==> config.mk <==
export PLATFORM = sky130hd
export DESIGN_NAME = bcd_result_port
export DESIGN_NICKNAME = d
export VERILOG_FILES = /design/src/verilog/bcd_port_pkg.sv /design/src/verilog/bcd_result_port.sv /design/src/verilog/bcd_digit_conv.sv
export VERILOG_INCLUDE_DIRS = /design/src /design/src/verilog
export SDC_FILE = /design/constraint.sdc
export NUM_CORES = 1
export LEC_CHECK = 0
export ABC_CLOCK_PERIOD_IN_PS = 4600
export BUFFER_PORTS_ARGS = -buffer_cell sky130_fd_sc_hd__buf_2
export CAP_MARGIN = 20
export CORE_AREA = 2 2 151 153
export DETAILED_ROUTE_END_ITERATION = 10
export DIE_AREA = 0 0 153 155
export PLACE_DENSITY = 0.38
export SLEW_MARGIN = 20
export SYNTH_ARGS = -nofsm -noshare
export SYNTH_HDL_FRONTEND = slang
export SYNTH_SLANG_ARGS = --single-unit
==> constraint.sdc <==
create_clock -name core_clk -period 4.6 [get_ports core_clk]
set_clock_uncertainty 0.05 [all_clocks]
set_input_delay 0.23 -clock core_clk [delete_from_list [all_inputs] [get_ports core_clk]]
set_output_delay 0.23 -clock core_clk [all_outputs]
set_load 0.02 [all_outputs]
==> src/verilog/bcd_port_map.svh <==
// Timing and format constants for the BCD result port
`ifndef BCD_PORT_MAP_SVH
`define BCD_PORT_MAP_SVH

// ****************************************
// Clock and millisecond divider
// ****************************************
`define BCD_CLK_HZ 50000000
`define BCD_MS_PER_S 1000
`define BCD_MS_CYCLES (`BCD_CLK_HZ / `BCD_MS_PER_S)

// ****************************************
// Port timing in milliseconds
// ****************************************
`define BCD_SETUP_MS 7'h1e
`define BCD_VALID_MS 7'h28
`define BCD_RELEASE_MS 7'h10
`define BCD_PERIOD_MS 7'h40
`define BCD_GAP_MS 7'h14

// ****************************************
// Data format
// ****************************************
`define BCD_DIGITS 5
`define BCD_DIGIT_W 4
`define BCD_VAL_W 16

`endif

==> src/verilog/bcd_port_pkg.sv <==
// Types shared by the BCD result port design
`include "bcd_port_map.svh"

package bcd_port_pkg;

	typedef enum logic [2:0] {
		S_IDLE = 3'b000,
		S_SETUP = 3'b001,
		S_VALID = 3'b010,
		S_CHG = 3'b011,
		S_RELEASE = 3'b100
	} port_state_t;

	typedef logic [`BCD_DIGITS*`BCD_DIGIT_W-1:0] bcd_word_t;

	typedef struct packed {
		bcd_word_t digits;
		logic valid;
		logic drive;
	} bcd_out_t;

endpackage

==> src/verilog/bcd_result_port.sv <==
// BCD result output port with request / data-valid handshake
`timescale 1ns/100ps
`include "bcd_port_map.svh"

module bcd_result_port import bcd_port_pkg::*; #(
	parameter int VAL_W = `BCD_VAL_W,
	parameter int MS_CYCLES = `BCD_MS_CYCLES
) (
	// Clock and reset
	input wire logic core_clk,
	input wire logic rstn,
	// Controller side inputs
	input wire logic requestN,
	input wire logic holdN,
	// Measurement source
	input wire logic measStrobe,
	input wire logic [VAL_W-1:0] measValue,
	// Port outputs; drive high means the open-collector lines are switched
	output bcd_out_t portOut
);

	localparam int MS_W = $clog2(MS_CYCLES);

	if (MS_CYCLES < 2) begin : gBadDiv
		$error("MS_CYCLES must be at least 2");
	end

	// Sixteen bits still fit five decimal digits; wider values would overflow them
	if (VAL_W < 1 || VAL_W > 16) begin : gBadVal
		$error("VAL_W must give a value that fits five decimal digits");
	end

	logic reqOn, holdOn, reqOnPrev_r, reqEdge, msTick, convBusy;
	bcd_word_t convBcd, fresh;
	port_state_t state_r, state_nxt;
	logic [MS_W-1:0] msCnt_r, msCnt_nxt;
	logic [6:0] tickCnt_r, tickCnt_nxt;
	bcd_word_t digits_r, digits_nxt;
	logic valid_r, valid_nxt, drive_r, drive_nxt;

	assign reqOn = !requestN;
	assign holdOn = !holdN;
	assign reqEdge = reqOn && !reqOnPrev_r;

	// ****************************************
	// Binary to BCD conversion of each measurement strobed while the converter is not busy
	// ****************************************
	bcd_digit_conv #(
		.VAL_W(VAL_W)
	) uConv (
		.core_clk(core_clk),
		.rstn(rstn),
		.start(measStrobe),
		.binIn(measValue),
		.busy(convBusy),
		.bcdOut(convBcd)
	);

	// Hold freezes the shown value; a changeover loads either the old or the new word whole
	assign fresh = holdOn ? digits_r : convBcd;

	// ****************************************
	// Millisecond enable and port sequencer
	// ****************************************
	assign msTick = (msCnt_r == MS_W'(MS_CYCLES - 1));

	always_comb begin
		state_nxt = state_r;
		tickCnt_nxt = tickCnt_r;
		digits_nxt = digits_r;
		valid_nxt = valid_r;
		drive_nxt = drive_r;
		msCnt_nxt = msTick ? '0 : msCnt_r + MS_W'(1);
		case (state_r)
			S_IDLE: begin
				// Nothing is shown until the controller asks
				if (reqEdge) begin
					state_nxt = S_SETUP;
					tickCnt_nxt = '0;
					msCnt_nxt = '0;
				end
			end
			S_SETUP: begin
				if (msTick) begin
					if (tickCnt_r == `BCD_SETUP_MS - 7'h1) begin
						state_nxt = S_VALID;
						tickCnt_nxt = '0;
						digits_nxt = convBcd;
						drive_nxt = 1'b1;
						valid_nxt = 1'b1;
					end else begin
						tickCnt_nxt = tickCnt_r + 7'h1;
					end
				end
			end
			S_VALID: begin
				if (msTick) begin
					tickCnt_nxt = tickCnt_r + 7'h1;
					if (tickCnt_r >= `BCD_VALID_MS - 7'h1 && !reqOn) begin
						state_nxt = S_RELEASE;
						tickCnt_nxt = '0;
						valid_nxt = 1'b0;
					end else if (tickCnt_r == `BCD_PERIOD_MS - 7'h1) begin
						// Valid drops for one ms so the word never changes under it
						state_nxt = S_CHG;
						valid_nxt = 1'b0;
						digits_nxt = fresh;
					end
				end
			end
			S_CHG: begin
				// The low tick belongs to the next period, so the count restarts at one
				if (msTick) begin
					state_nxt = S_VALID;
					tickCnt_nxt = 7'h1;
					valid_nxt = 1'b1;
				end
			end
			S_RELEASE: begin
				if (msTick) begin
					if (tickCnt_r == `BCD_RELEASE_MS - 7'h1) begin
						state_nxt = S_IDLE;
						drive_nxt = 1'b0;
						digits_nxt = '0;
					end else begin
						tickCnt_nxt = tickCnt_r + 7'h1;
					end
				end
			end
			default: begin
				state_nxt = S_IDLE;
			end
		endcase
	end

	always_ff @(posedge core_clk or negedge rstn) begin
		if (!rstn) begin
			state_r <= S_IDLE;
			msCnt_r <= '0;
			tickCnt_r <= '0;
			digits_r <= '0;
			valid_r <= 1'b0;
			drive_r <= 1'b0;
			reqOnPrev_r <= 1'b0;
		end else begin
			state_r <= state_nxt;
			msCnt_r <= msCnt_nxt;
			tickCnt_r <= tickCnt_nxt;
			digits_r <= digits_nxt;
			valid_r <= valid_nxt;
			drive_r <= drive_nxt;
			reqOnPrev_r <= reqOn;
		end
	end

	assign portOut = '{digits: digits_r, valid: valid_r, drive: drive_r};
endmodule

==> src/verilog/bcd_digit_conv.sv <==
// Sequential binary to BCD converter (shift and add three)
`timescale 1ns/100ps
`include "bcd_port_map.svh"

module bcd_digit_conv import bcd_port_pkg::*; #(
	parameter int VAL_W = `BCD_VAL_W
) (
	// Clock and reset
	input wire logic core_clk,
	input wire logic rstn,
	// Request
	input wire logic start,
	input wire logic [VAL_W-1:0] binIn,
	// Result
	output logic busy,
	output bcd_word_t bcdOut
);

	localparam int BCD_W = `BCD_DIGITS * `BCD_DIGIT_W;
	localparam int CNT_W = $clog2(VAL_W + 1);

	if (VAL_W < 1 || VAL_W > 16) begin : gBadWidth
		$error("VAL_W must give a value that fits five decimal digits");
	end

	logic [BCD_W-1:0] acc_r, acc_nxt, accAdj;
	logic [VAL_W-1:0] bin_r, bin_nxt;
	logic [CNT_W-1:0] cnt_r, cnt_nxt;
	logic busy_r, busy_nxt;
	bcd_word_t bcdOut_r, bcdOut_nxt;

	// ****************************************
	// Per-digit correction before each shift
	// ****************************************
	for (genvar d = 0; d < `BCD_DIGITS; d++) begin : gAdj
		assign accAdj[d*4 +: 4] = (acc_r[d*4 +: 4] > 4'h4) ? acc_r[d*4 +: 4] + 4'h3 : acc_r[d*4 +: 4];
	end

	always_comb begin
		acc_nxt = acc_r;
		bin_nxt = bin_r;
		cnt_nxt = cnt_r;
		busy_nxt = busy_r;
		bcdOut_nxt = bcdOut_r;
		if (!busy_r) begin
			if (start) begin
				acc_nxt = '0;
				bin_nxt = binIn;
				cnt_nxt = CNT_W'(VAL_W);
				busy_nxt = 1'b1;
			end
		end else if (cnt_r == '0) begin
			bcdOut_nxt = acc_r;
			busy_nxt = 1'b0;
		end else begin
			acc_nxt = {accAdj[BCD_W-2:0], bin_r[VAL_W-1]};
			bin_nxt = bin_r << 1;
			cnt_nxt = cnt_r - CNT_W'(1);
		end
	end

	always_ff @(posedge core_clk or negedge rstn) begin
		if (!rstn) begin
			acc_r <= '0;
			bin_r <= '0;
			cnt_r <= '0;
			busy_r <= 1'b0;
			bcdOut_r <= '0;
		end else begin
			acc_r <= acc_nxt;
			bin_r <= bin_nxt;
			cnt_r <= cnt_nxt;
			busy_r <= busy_nxt;
			bcdOut_r <= bcdOut_nxt;
		end
	end

	assign busy = busy_r;
	assign bcdOut = bcdOut_r;

endmodule

==> flow_summary.yaml <==
synth:
  synth_top_area_share_pct: 51.3
  avgSynthCellArea_sq_um: 10.5
  async_flop_share_pct: 100
  yosysSeqAreaShare_pct: 51.3
  synth_edf_count: 0
  synth_cell_types: 55
  synth-seq-cells: 111
  synth_area_sq_mm: 0.00541
  synth_top_flop_cell: "dfrtp_1"
  synthCells: 517
  synth_nets: 548
  ys_warn_count: 0
  yosys.area.top_type: "dfrtp_1"
  synth_area_leaders: "dfrtp_1 (51%), o21ai_0 (4.8%), mux2_1 (4.2%)"
place:
  portBuffers: 42
  dp.final_hpwl_mm: 8.35
  dpl_cell_area_sq_mm: 0.00590
  place_inst: 826
  place_congestion: 0.814
setup_path:
  crit_fanout: 22
  path_class: "flip-flop to flip-flop"
  arrival_ps: 3350
  r2r_cells: 6
  cp.required_ps: 4780
  end_kind: "flip-flop"
  worstSetupStartpointType: "flip-flop"
grt:
  grt_pass1_wl_mm: 20.6
  grt_pass1_vias: 3964
  overflow: 0
  grt_max_degree: 77
  antenna_found_initial: 0
  grt_usage_pct: 10.6
cells_and_area:
  final_nets: 584
  layoutNonFillerInstCount: 843
  syn_to_final_growth_pct: 15.2
  diodes: 0
  drive_gt1_share_pct: 15.1
  final_area_sq_mm: 0.00623
die:
  die_area_sq_mm: 0.0237
  die_w_microns: 153
  coreArea_sq_mm: 0.0222
  initial_core_util_pct: 24.3
  row_count: 55
  die_h_microns: 155
  ios: 43
routing:
  vias_per_cell: 4.53
  wl_met1_mm: 5.77
  wl_mm: 12.0
  vias: 3822
  drc_errors: 0
  met2_length_mm: 5.77
  drt_iter0_markers: 201
  dr.max_layer_used: "met4"
  met3_length_microns: 357
  wl_per_cell_microns: 14.2
  ant_nets: 0
  drt_first_pass_iters: 4
timing:
  holdWs_ps: 39.1
  slew_headroom_pct: 32.6
  tns_ps: 0
  rsz0062_at_grt: "false"
  setup_viol_count_final: 0
  finalCriticalPeriod_ps: 3170
  worst_pin_slew_ps: 1010
  final_hold_viol_count: 0
  clock.fmax_ghz: 0.315
  period_share_pct: 68.9
  drv_slew: 0
power:
  power_density_mw_per_mm2: 629
  combPwrFrac_pct: 37.1
  total_power_uw: 3920
  p_int_uw: 2410
  power_switching_uw: 1510
  clockPowerShare_pct: 21.0
  vdd_drop_max_mv: 0.189
  switching_share_pct: 38.6
  cellLeakagePower_uw: 0.00285
  seq_power_share_pct: 41.9
clock_tree:
  path_clk_slew_ps: 70
  clock-sinks: 111
  insertion_delay_ps: 360
  clockRootBuffer: "clkbuf_16"
  cts_hold_buf: 0
  clk_path_buf_depth: 2
  ctsResizeCount: 0
  cts_tree: "built"
  cts_buffers: 9
  cts_max_level: 3
  cts_setup_buffers: 0
run:
  drv_cap: 0
worst_hold_path:
  worstHoldPathCells: 2
  hp-class: "input pin to flip-flop"
outcome:
  status: "completed"
-- placed cells by master (no fill, tap or decap), drive strengths merged, types with 2 or more instances in the layout --
master	instances
and4bb	2
mux2	33
mux2i	17
o22ai	11
nor4	3
nand3	7
buf	46
nor2b	4
o31ai	2
clkbuf	9
or2	2
clkinv	2
nand3b	2
xor2	7
a21oi	20
nand2	51
nor3	11
and4	2
nand2b	2
dfrtp	111
o2bb2ai	5
nor4b	5
nand4	7
o21ai	52
ha	10
a21boi	2
and3	4
inv	32
or3	4
a2111oi	2
xnor2	15
o211ai	8
and2	20
nor2	31
a21o	3
-- worst paths after layout --
path	start	to	slack, ps
setup / recovery	state_r[0]$_DFFE_PN0P_	digits_r[11]$_DFFE_PN0P_	1430
hold / removal	requestN	reqOnPrev_r$_DFF_PN0_	40
hold reg to reg	uConv.bcdOut[9]$_DFFE_PN0P_	uConv.bcdOut[9]$_DFFE_PN0P_	430
max in group asynchronous	rstn	msCnt_r[13]$_DFF_PN0_	3080
setup reg to reg	state_r[0]$_DFFE_PN0P_	digits_r[11]$_DFFE_PN0P_	1430
min in group asynchronous	rstn	digits_r[16]$_DFFE_PN0P_	430
-- cell usage after synthesis (all sizes together), types with 2 or more instances --
master,instances
nor4b,5
nand2,51
nor4,3
xnor2,15
mux2i,17
o2bb2ai,5
nand3,7
ha,10
o211ai,8
a2111oi,2
buf,7
o21ai,52
nand3b,2
o22ai,11
o31ai,2
nand2b,2
a21oi,20
and3,4
or3,4
and4bb,2
clkbuf,15
nor3,11
a21o,3
or2,2
xor2,7
and4,2
nor2b,4
and2,20
dfrtp,111
inv,29
a21boi,2
nor2,31
nand4,7
mux2,33
-- metrics by stage --
stage | util, % | setup slack, ps
final | 28.0 | 1430
after global routing | 28.0 | 1050
after CTS | 28.0 | 1290
after detailed placement | 26.6 | 1300
after global placement | 26.6 | 1400
after floorplan | - | 2150
-- kinds of logic after synthesis --
group / count (synthesis) / synth area share [%]
AND/OR/NAND/NOR: 160 / 16.0
AO/OA/AOI/OAI: 113 / 12.8
flip-flops: 111 / 51.3
buffers and inverters: 51 / 3.98
multiplexers: 50 / 10.0
XOR/XNOR: 22 / 3.56
adder cells (fa/ha/maj): 10 / 2.31
-- power by group through the flow --
| stage | registers [uW] | clock network, uW | logic [uW] |
|---|---|---|---|
| 5_1_grt | 1710 | 898 | 1670 |
| 3_3_place_gp | 1660 | 0 | 1460 |
| 6_report | 1640 | 822 | 1460 |
| 3_5_place_dp | 1670 | 0 | 1480 |
| 4_1_cts | 1650 | 863 | 1490 |
| 2_1_floorplan | 1630 | 0 | 1100 |
-- cell type report --
class | count | area (sq um)
well taps | 285 | 357
flip-flops and latches | 111 | 2780
fillers | 2308 | 16000
inverters | 29 | 109
repair buffers | 47 | 256
clock inverters | 7 | 87.6
multi-input cells | 355 | 2420
clock buffers | 9 | 225
-- per-layer routing --
metal	global-route usage [%]	vias to the layer above
met3	2.34	8
met4	2.91	0
met5	0	-
met2	17.9	53
met1	13.9	1876
li1	-	1885
-- flip-flops by register name, indices dropped and copies added (netlist names) --
register and flops:
digits_r 20, reqOnPrev_r 1, uConv.busy 1, uConv.cnt_r 5, msCnt_r 16, valid_r 1, state_r 3, tickCnt_r 7
uConv.bin_r 16, uConv.acc_r 20, uConv.bcdOut 20, drive_r 1
-- critical path: stages (launching register included) --
cell       delay (ps)
dfrtp_1           480
nor2_1            350
nand2_1           440
a21boi_0          300
a2111oi_4         770
buf_4             320
mux2_1            340
Power figures use the tool's default switching activity.
